### src/shared/bcd_recov_pkg.sv
package bcd_recov_pkg;

	// recovery word layout, listed from bit 23 down to bit 00
	typedef struct packed {
		logic [11:0] done_count;    // bits 12-23
		logic        intr_seen;     // bit 11
		logic        sign_bad;      // bit 10
		logic        op_zero;       // bit 09
		logic        float_forced;  // bit 08
		logic        star_forced;   // bit 07
		logic        plus_forced;   // bit 06
		logic        dollar_forced; // bit 05
		logic        float_sign;    // bit 04
		logic        zero_supp;     // bit 03
		logic        debit_credit;  // bit 02
		logic [1:0]  cond_code;     // bits 00-01
	} recov_word_t;

	// instruction as handed over by the decoder
	typedef struct packed {
		logic [5:0]  opcode;
		logic [2:0]  subcode;
		logic [17:0] addr;
	} instr_t;

	// storage port request
	typedef struct packed {
		logic        we;
		logic [17:0] addr;
		logic [23:0] wdata;
	} mem_req_t;

	localparam logic [5:0]  OP_RECOV      = 6'h38;  // octal 70
	localparam logic [2:0]  SUB_STORE     = 3'h7;
	localparam logic [2:0]  SUB_LOAD      = 3'h6;
	localparam int          WORD_W        = 24;

	// register byte addresses
	localparam logic [7:0]  ADDR_CTRL     = 8'h00;
	localparam logic [7:0]  ADDR_STATE    = 8'h04;
	localparam logic [7:0]  ADDR_STATUS   = 8'h08;

	// control field positions
	localparam int          CTRL_ENABLE   = 0;
	localparam int          CTRL_MONITOR  = 1;
	localparam logic [1:0]  CTRL_RESET    = 2'h0;

	// status field positions
	localparam int          STAT_BUSY     = 0;
	localparam int          STAT_TRAP     = 1;
	localparam int          STAT_NOP      = 2;
	localparam int          STAT_LOADED   = 3;
	localparam int          STAT_STORED   = 4;

	localparam logic [23:0] RECOV_RESET   = 24'h000000;

	typedef enum logic [1:0] {
		ST_IDLE  = 2'b00,
		ST_LOAD  = 2'b01,
		ST_STORE = 2'b10
	} seq_state_t;

endpackage : bcd_recov_pkg

### src/rtl/bcd_recov_unit.sv
// The placing of the registers and the AHB-Lite slave port were left to the implementer.
`timescale 1ns/10ps
// Functional notes
// - condition code sits in recovery word bits 00 and 01.
// - bit 02 debit/credit symbol seen; bit 03 zero suppression running.
// - load instruction reloads condition code and all recovery state from storage.
// - bit 04 marks floating sign operation in progress during edit.
// - bits 05, 06, 07 mark forced dollar, plus and asterisk.
// - bit 08 marks a forced floating character.
// - bit 10 marks unlike signs on magnitude add/subtract or bad edit sign.
// - bit 09 operand is zero; bit 11 interrupt hit during unit operation.
// - bits 12 to 23 hold processed count of first operand field.
// - load traps with unit disabled, but is a no-op in monitor state.
// - store is opcode 70 sub-code 7 with unindexed 18-bit address.
// - store writes current conditions using the same layout load reads.
// - store leaves the internal conditions unchanged.
// - store traps with unit disabled, but is a no-op in monitor state.
module bcd_recov_unit
	import bcd_recov_pkg::*;
(
	// clock and reset
	input  wire logic                      hclk,
	input  wire logic                      hresetn,
	// ahb-lite slave
	input  wire logic                      hsel,
	input  wire logic [7:0]                haddr,
	input  wire logic [1:0]                htrans,
	input  wire logic                      hwrite,
	input  wire logic [2:0]                hsize,
	input  wire logic [31:0]               hwdata,
	input  wire logic                      hready,
	output logic      [31:0]               hrdata,
	output logic                           hreadyout,
	output logic                           hresp,
	// instruction from the decoder
	input  wire logic                      instr_valid,
	input  wire bcd_recov_pkg::instr_t     instr,
	output logic                           instr_ready,
	output logic                           instr_done,
	output logic                           instr_trap,
	// storage port
	output logic                           mem_valid,
	output bcd_recov_pkg::mem_req_t        mem_req,
	input  wire logic                      mem_ack,
	input  wire logic [23:0]               mem_rdata,
	// live state from and to the arithmetic/edit datapath
	input  wire logic                      unit_upd,
	input  wire bcd_recov_pkg::recov_word_t unit_word,
	output bcd_recov_pkg::recov_word_t     recov_state
);
	import bcd_recov_pkg::*;

	seq_state_t  state_ff, nxt_state;
	recov_word_t recov_ff, nxt_recov;
	mem_req_t    req_ff, nxt_req;
	logic [1:0]  ctrl_ff, nxt_ctrl;
	logic [4:1]  stat_ff, nxt_stat;
	logic        done_ff, nxt_done;
	logic        trap_ff, nxt_trap;
	logic [31:0] rdata_ff, nxt_rdata;
	logic        wr_pend_ff, nxt_wr_pend;
	logic [7:0]  wr_addr_ff, nxt_wr_addr;

	logic        is_recov;
	logic        is_load;
	logic        is_store;
	logic        take;
	logic        ahb_go;
	logic        unit_on;
	logic        monitor;
	logic [4:1]  stat_set;
	logic [4:1]  stat_clr;

	// decode of the instruction handed in
	assign is_recov = instr.opcode == OP_RECOV;
	assign is_load  = is_recov && (instr.subcode == SUB_LOAD);
	assign is_store = is_recov && (instr.subcode == SUB_STORE);
	assign take     = instr_valid && instr_ready;
	assign unit_on  = ctrl_ff[CTRL_ENABLE];
	assign monitor  = ctrl_ff[CTRL_MONITOR];
	assign ahb_go   = hsel && hready && htrans[1];

	// handshake outputs, combinational by design
	assign instr_ready = state_ff == ST_IDLE;
	assign mem_valid   = state_ff != ST_IDLE;
	assign hreadyout   = 1'b1;
	assign hresp       = 1'b0;

	// registered outputs
	assign mem_req     = req_ff;
	assign recov_state = recov_ff;
	assign instr_done  = done_ff;
	assign instr_trap  = trap_ff;
	assign hrdata      = rdata_ff;

	// sequencer and recovery state next values
	always_comb begin
		nxt_state = state_ff;
		nxt_recov = recov_ff;
		nxt_req   = req_ff;
		nxt_done  = 1'b0;
		nxt_trap  = 1'b0;
		stat_set  = 4'h0;
		// datapath keeps the live word current between saves
		if (unit_upd) begin
			nxt_recov = unit_word;
		end
		case (state_ff)
			ST_IDLE: begin
				if (take && (is_load || is_store)) begin
					if (!unit_on && monitor) begin
						// disabled in monitor state: quietly skip
						nxt_done = 1'b1;
						stat_set[STAT_NOP] = 1'b1;
					end else if (!unit_on) begin
						nxt_trap = 1'b1;
						stat_set[STAT_TRAP] = 1'b1;
					end else if (is_store) begin
						// address used as given, never indexed
						nxt_req.we    = 1'b1;
						nxt_req.addr  = instr.addr;
						nxt_req.wdata = nxt_recov;
						nxt_state     = ST_STORE;
					end else begin
						nxt_req.we    = 1'b0;
						nxt_req.addr  = instr.addr;
						nxt_req.wdata = RECOV_RESET;
						nxt_state     = ST_LOAD;
					end
				end
			end
			ST_LOAD: begin
				if (mem_ack) begin
					// storage wins over a datapath update in the same cycle
					nxt_recov = recov_word_t'(mem_rdata);
					nxt_done  = 1'b1;
					nxt_state = ST_IDLE;
					stat_set[STAT_LOADED] = 1'b1;
				end
			end
			ST_STORE: begin
				if (mem_ack) begin
					// live word is kept, not cleared, after the save
					nxt_done  = 1'b1;
					nxt_state = ST_IDLE;
					stat_set[STAT_STORED] = 1'b1;
				end
			end
			default: begin
				nxt_state = ST_IDLE;
			end
		endcase
	end

	always_ff @(posedge hclk or negedge hresetn) begin
		if (!hresetn) begin
			state_ff <= ST_IDLE;
			recov_ff <= recov_word_t'(RECOV_RESET);
			req_ff   <= '0;
			done_ff  <= 1'b0;
			trap_ff  <= 1'b0;
		end else begin
			state_ff <= nxt_state;
			recov_ff <= nxt_recov;
			req_ff   <= nxt_req;
			done_ff  <= nxt_done;
			trap_ff  <= nxt_trap;
		end
	end

	// bus slave next values; write data arrives one cycle after address
	always_comb begin
		nxt_wr_pend = ahb_go && hwrite;
		nxt_wr_addr = ahb_go ? haddr : wr_addr_ff;
		nxt_ctrl    = ctrl_ff;
		nxt_rdata   = rdata_ff;
		stat_clr    = 4'h0;
		if (wr_pend_ff) begin
			if (wr_addr_ff == ADDR_CTRL) begin
				nxt_ctrl = hwdata[1:0];
			end else if (wr_addr_ff == ADDR_STATUS) begin
				stat_clr = hwdata[4:1]; // write one to clear
			end
		end
		if (ahb_go && !hwrite) begin
			if (haddr == ADDR_CTRL) begin
				nxt_rdata = {30'h00000000, ctrl_ff};
			end else if (haddr == ADDR_STATE) begin
				nxt_rdata = {8'h00, recov_ff};
			end else if (haddr == ADDR_STATUS) begin
				nxt_rdata = {27'h0000000, stat_ff, state_ff != ST_IDLE};
			end else begin
				nxt_rdata = 32'h00000000; // unmapped reads zero
			end
		end
		// a new event wins over a clear in the same cycle
		nxt_stat = (stat_ff & ~stat_clr) | stat_set;
	end

	always_ff @(posedge hclk or negedge hresetn) begin
		if (!hresetn) begin
			ctrl_ff    <= CTRL_RESET;
			stat_ff    <= 4'h0;
			rdata_ff   <= 32'h00000000;
			wr_pend_ff <= 1'b0;
			wr_addr_ff <= 8'h00;
		end else begin
			ctrl_ff    <= nxt_ctrl;
			stat_ff    <= nxt_stat;
			rdata_ff   <= nxt_rdata;
			wr_pend_ff <= nxt_wr_pend;
			wr_addr_ff <= nxt_wr_addr;
		end
	end

endmodule : bcd_recov_unit

### config.mk
export PLATFORM = sky130hd
export DESIGN_NAME = bcd_recov_unit
export DESIGN_NICKNAME = d
export VERILOG_FILES = /design/src/shared/bcd_recov_pkg.sv /design/src/rtl/bcd_recov_unit.sv
export SDC_FILE = /design/constraint.sdc
export NUM_CORES = 1
export LEC_CHECK = 0
export BUFFER_PORTS_ARGS = -buffer_cell sky130_fd_sc_hd__buf_4
export CORE_UTILIZATION = 41
export DETAILED_ROUTE_END_ITERATION = 6
export PLACE_DENSITY = 0.84
export SLEW_MARGIN = 15
export SYNTH_ARGS = -nofsm -noshare
export SYNTH_HDL_FRONTEND = slang
export SYNTH_SLANG_ARGS = --single-unit
### constraint.sdc
create_clock -name hclk -period 1.8 [get_ports hclk]
set_clock_uncertainty 0.05 [all_clocks]
set_input_delay 0.18 -clock hclk [delete_from_list [all_inputs] [get_ports hclk]]
set_output_delay 0.18 -clock hclk [all_outputs]
set_load 0.05 [all_outputs]
==> impl_metrics.yaml, run 1 <==
status:
  status: "completed"
clock_network:
  clock_latency_ps: 340
  cts_tree: "yes"
  htreeDepth: 3
  cts_buffers: 9
  cts_max_path_buffers: 2
  clkSinkCount: 110
  cts.root.buffer_cell: "clkbuf_16"
  clk_pin_slew_ps: 70
flow_run:
  drv_cap: 0
layout:
  layout.nets: 705
  antenna_cells: 0
  fin_area_um2: 6690
  drive_gt1_share_pct: 44.89
  area_growth_pct: 42.66
placement:
  place_area_um2: 6324
  dpl.hpwl_mm: 9.151
  portBuffers: 191
  routabilityCongestion: 0.8611
setup_path:
  crit_slowest_cell: "nor4b_1"
  critPathMaxStageDelay_ps: 440
  cp.buffers_inverters: 0
  path_class: "reg -> reg"
  cp_top_family: "simple AND/OR/NAND/NOR gates"
  path_cells: "nor4b_1 > nand2_1 > nor2_1 > mux2_2"
  crit_fanout: 2
  crit_required_ps: 1980
  worstSetupEndpointType: "flip-flop"
  startpoint_type: "flip-flop"
  cp.arrival_ps: 1870
route:
  routed_wl_mm: 12.32
  met3_length_um: 936
  top_layer: "met4"
  vias: 3731
  wl_met2_mm: 6.083
  drtPass1Iterations: 4
  m1WireLength_mm: 5.057
  drt_iter0_markers: 222
  final_antenna_net_count: 0
  drc_errors: 0
  vias_per_cell: 5.204
  wl_per_cell_um: 17.18
die:
  ioPinCount: 233
  core_um2: 10980
  die_w_um: 108.9
  start_util_pct: 42.70
  die_area_um2: 11870
  die_y_um: 108.9
  rows: 38
global_route:
  grt_max_degree: 62
  overflow: 0
  track_usage_pct: 20.87
  grt_pass1_vias: 3769
  grt_first_pass_wirelength_mm: 18.91
  antenna_found_initial: 0
sta:
  setup_viol: 0
  period_needed_ps: 1687
  finalHoldViolCount: 0
  fin_crit_sh_pct: 93.73
  maxSlewViolCount: 0
  rsz0062_at_grt: "false"
  fmax_mhz: 592.7
yosys:
  ys_seq_area_share_pct: 58.70
  yosysWarnings: 0
  ys.flop_type: "dfrtp_1"
  async_flop_share_pct: 100.0
  post_synth.cell_area_avg_um2: 12.28
  ys_types: 37
  syn_area_um2: 4689
  synthCells: 382
  synth-seq-cells: 110
  synth-edff-count: 0
power:
  power.leakage_nw: 3.651
  ir_drop_mv: 0.7457
  cellPowerDensity_nw_per_um2: 1002
  p_total_mw: 6.705
min_path:
  hold_path.class: "in -> reg"
through the flow:
stage          hold slack, ps  cells  setup WS (ps)  TNS [ps]  utilization [%]
4_1_cts                 2.990    717          99.62         0            60.91
2_1_floorplan          -165.6    390         -153.8     -1835                -
3_3_place_gp            63.75    701         -125.2     -2314            57.58
3_5_place_dp            72.48    701         -188.9     -3346            57.58
6_report                14.93    717          112.9         0            60.91
5_1_grt                 11.65    717          3.596         0            60.91
path summary, 6_finish.rpt:
path	from	to	slack [ps]	cells after the start
min in group asynchronous	hresetn	hrdata[1]	260	2
worst min register to register	mem_req[18]	mem_req[18]	430	1
worst max-delay path	wr_addr_ff[4]	ctrl_ff[1]	110	4
max in group asynchronous	hresetn	recov_state[7]	770	3
worst max register to register	wr_addr_ff[4]	ctrl_ff[1]	110	4
worst min-delay path	hwrite	wr_pend_ff	10	3
metal layers:
metal  GRT usage (%)  vias to the layer above
met5               0                        -
met4           6.853                        0
met3           4.901                       22
met2           35.67                      162
met1           25.90                     1824
li1                -                     1723
worst register-to-register path, cell delays in order (launching register included):
cell and delay [ps]:
dfrtp_1 380, nor4b_1 440, nand2_1 90, nor2_1 250, mux2_2 370
registers in the layout, summed over array words and instances (netlist names):
name         flops
ctrl_ff          2
instr_trap       1
mem_req         43
state_ff         2
wr_addr_ff       8
wr_pend_ff       1
recov_state     24
stat_ff          4
instr_done       1
hrdata          24
Yosys cell counts (2+ instances only):
| master | number | area share [%] |
|---|---|---|
| mux2_2 | 28 | 6.7 |
| dfrtp_1 | 110 | 59 |
| a21oi_1 | 27 | 2.9 |
| buf_4 | 10 | 1.6 |
| a22o_2 | 10 | 2.1 |
| nor3_1 | 2 | 0.21 |
| nor2b_1 | 3 | 0.40 |
| mux2i_1 | 27 | 5.8 |
| inv_1 | 6 | 0.48 |
| nor2_1 | 28 | 2.2 |
| clkbuf_1 | 19 | 1.5 |
| a21o_1 | 25 | 4.0 |
| nand3_1 | 2 | 0.21 |
| or4_1 | 2 | 0.32 |
| conb_1 | 2 | 0.16 |
| and2_1 | 2 | 0.27 |
| nor3b_1 | 24 | 3.8 |
| ha_1 | 4 | 1.1 |
| o21ai_0 | 6 | 0.64 |
| nand4_1 | 3 | 0.40 |
| nor4b_1 | 2 | 0.37 |
| a22o_1 | 11 | 2.1 |
| a22oi_1 | 3 | 0.48 |
| nand2_1 | 13 | 1.0 |
layout make-up:
| type | count | area [um2] |
|---|---|---|
| fillers | 899 | 4293 |
| flip-flops and latches | 110 | 2753 |
| multi-input cells | 243 | 1794 |
| repair buffers | 203 | 1589 |
| clock buffers | 12 | 266.5 |
| well taps | 140 | 175.2 |
| clock inverters | 3 | 90.09 |
| inverters | 6 | 22.52 |
cell usage in the layout, fill, tap and decap left out, types with 11 or more instances in the layout:
master,instances
a21o_1,25
dfrtp_1,110
nor3b_1,24
nand2_1,13
mux2i_1,27
buf_4,197
a22o_1,11
a21oi_1,27
nor2_1,28
mux2_2,28
what timing repair did:
action,CTS,global route
setup endpoints to repair,0,1
resized for setup,0,1
hold buffers,1,0
setup buffers,0,0
hold endpoints to repair,26,0
cells by family (layout without fill, tap and decap cells):
family          after synthesis  in the layout  synth area share [%]
buf+inv                      37            224                 3.949
simple gates                 87             87                 10.57
compound gates               87             87                 13.07
mux                          55             55                 12.49
flops                       110            110                 58.70
fa+ha+maj                     4              4                 1.067
other cells                   2             10                0.1601
power breakdown:
group / total (mW) / switching, mW / internal [mW] / leakage, nW
clock: 2.31 / 0.845 / 1.47 / 0.175
combinational: 1.56 / 0.997 / 0.562 / 2.02
sequential: 2.83 / 0.168 / 2.67 / 1.45
Power figures use the tool's default switching activity.
==> run 2, diff against run 1 <==
Settings changed: CELL_PAD_IN_SITES_DETAIL_PLACEMENT set to 0, CELL_PAD_IN_SITES_GLOBAL_PLACEMENT set to 2, CORE_UTILIZATION 41 to 25.
==> impl_metrics.yaml, run 2 (same netlist as run 1, synthesis figures left out) <==
status:
  status: "complete, but fails checks"
  violations: "DRC"
route:
  wl_per_cell_um: 16.98
  drtPass1Iterations: 7
  final_antenna_net_count: 0
  vias_per_cell: 4.648
  drc_errors: 13
  routed_wl_mm: 13.86
  drt_iter0_markers: 146
  vias: 3793
clock_network:
  cts_buffers: 9
  clock_latency_ps: 340
  cts_max_path_buffers: 2
  htreeDepth: 3
  post_cts_resized: 0
  clkSinkCount: 110
  cts.root.buffer_cell: "clkbuf_16"
  cts_tree: "yes"
  clk_pin_slew_ps: 70
global_route:
  busiest_layer: "met2"
  grt_max_degree: 111
  use_met2_pct: 22.99
  overflow: 0
  grt_pass1_vias: 3877
  grt.met1_usage_pct: 19.33
  track_usage_pct: 14.58
  antenna_found_initial: 0
  grt_first_pass_wirelength_mm: 21.68
  grt_use_met3_pct: 3.936
setup_path:
  crit_required_ps: 1970
  startpoint_type: "flip-flop"
  worstSetupEndpointType: "flip-flop"
  cp.arrival_ps: 1850
  path_class: "reg -> reg"
  crit_fanout: 2
die:
  die_y_um: 139.0
  ioPinCount: 233
  start_util_pct: 25.84
  rows: 49
  core_um2: 18150
  die_w_um: 139.0
  die_area_um2: 19310
layout:
  seqCellArea_um2: 2753
  post-route-util_pct: 37.73
  final_cell_mix: "buf_4, dfrtp_1, nor2_1, mux2_2"
  layoutNonFillerInstCount: 816
  area_growth_pct: 46.00
  multi_input_area_um2: 1794
  final_common_cell: "buf_4"
  antenna_cells: 0
  layout.nets: 715
  largest_reg_flops: 43
  fin_area_um2: 6847
  fillCellCount: 1779
  drive_gt1_share_pct: 44.46
placement:
  portBuffers: 191
  routabilityCongestion: 0.7963
  dpl.hpwl_mm: 10.19
  place_area_um2: 6450
  numPlacedInstances: 792
sta:
  rsz0062_at_grt: "false"
  fmax_mhz: 595.8
  timing.slew.headroom_pct: 59.19
  fin_crit_sh_pct: 93.25
  period_needed_ps: 1678
  finalHoldViolCount: 0
  maxSlewViolCount: 0
  setup_viol: 0
  tightest_slew_ps: 612.1
  hold_slack_ps: 13.73
flow_run:
  drv_cap: 0
power:
  p_clk_share_pct: 31.6
  power.leakage_nw: 3.671
  p_sw_mw: 2.108
  p_sw_share_pct: 32.57
  p_comb_share_pct: 24.6
  seqPwrFrac_pct: 43.8
  ir_drop_mv: 0.4300
  cellPowerDensity_nw_per_um2: 945.5
  p_int_mw: 4.365
min_path:
  hold_path.class: "in -> reg"
## run 2: through the flow
stage / power [mW] / worst slack [ps] / setup TNS, ps
final: 6.474 / 121.6 / 0
after global placement: 4.444 / -177.6 / -5029
after floorplan: 3.861 / -153.8 / -1835
after CTS: 6.576 / 87.11 / 0
after global routing: 6.766 / 1.843 / 0
after detailed placement: 4.472 / -221.7 / -4197
## run 2: critical path, stage by stage (launching register included)
cell	delay, ps
dfrtp_1	380
nor4b_1	450
nand2_1	90
nor2_1	210
mux2_2	370
## run 2: worst paths after layout
path | start | to | slack, ps | cells after the start
worst max-delay path | wr_addr_ff[4] | ctrl_ff[0] | 120 | 4
max in group asynchronous | hresetn | mem_req[2] | 830 | 3
worst min-delay path | hwrite | wr_pend_ff | 10 | 3
worst min register to register | mem_req[4] | mem_req[4] | 430 | 1
worst max register to register | wr_addr_ff[4] | ctrl_ff[0] | 120 | 4
min in group asynchronous | hresetn | hrdata[23] | 390 | 3
## run 2: power by group through the flow
stage | Combinational (mW) | Clock (mW) | Sequential (mW)
after global routing | 1.68 | 2.23 | 2.86
after floorplan | 0.620 | 0 | 3.24
after global placement | 1.57 | 0 | 2.88
final | 1.59 | 2.05 | 2.84
after detailed placement | 1.59 | 0 | 2.89
after CTS | 1.60 | 2.14 | 2.84
## run 2: layout make-up
type / count / area share, %
Timing Repair Buffer: 213 / 24.60
Clock buffer: 10 / 3.490
Clock inverter: 5 / 0.9868
Inverter: 6 / 0.3289
Tap cell: 229 / 4.185
Multi-Input combinational cell: 243 / 26.21
Sequential cell: 110 / 40.20
## run 2: timing repair
action                                 4_1_cts  5_1_grt
setup buffers                                0        0
hold buffers                                 9        0
endpoints found under the hold margin      118        0
## run 2: metal layers
metal  wire length [um]  vias to the layer above
met5                  0                        -
met4                196                        0
met3               1130                       13
met2               6484                      159
met1               6046                     1869
li1                   -                     1752
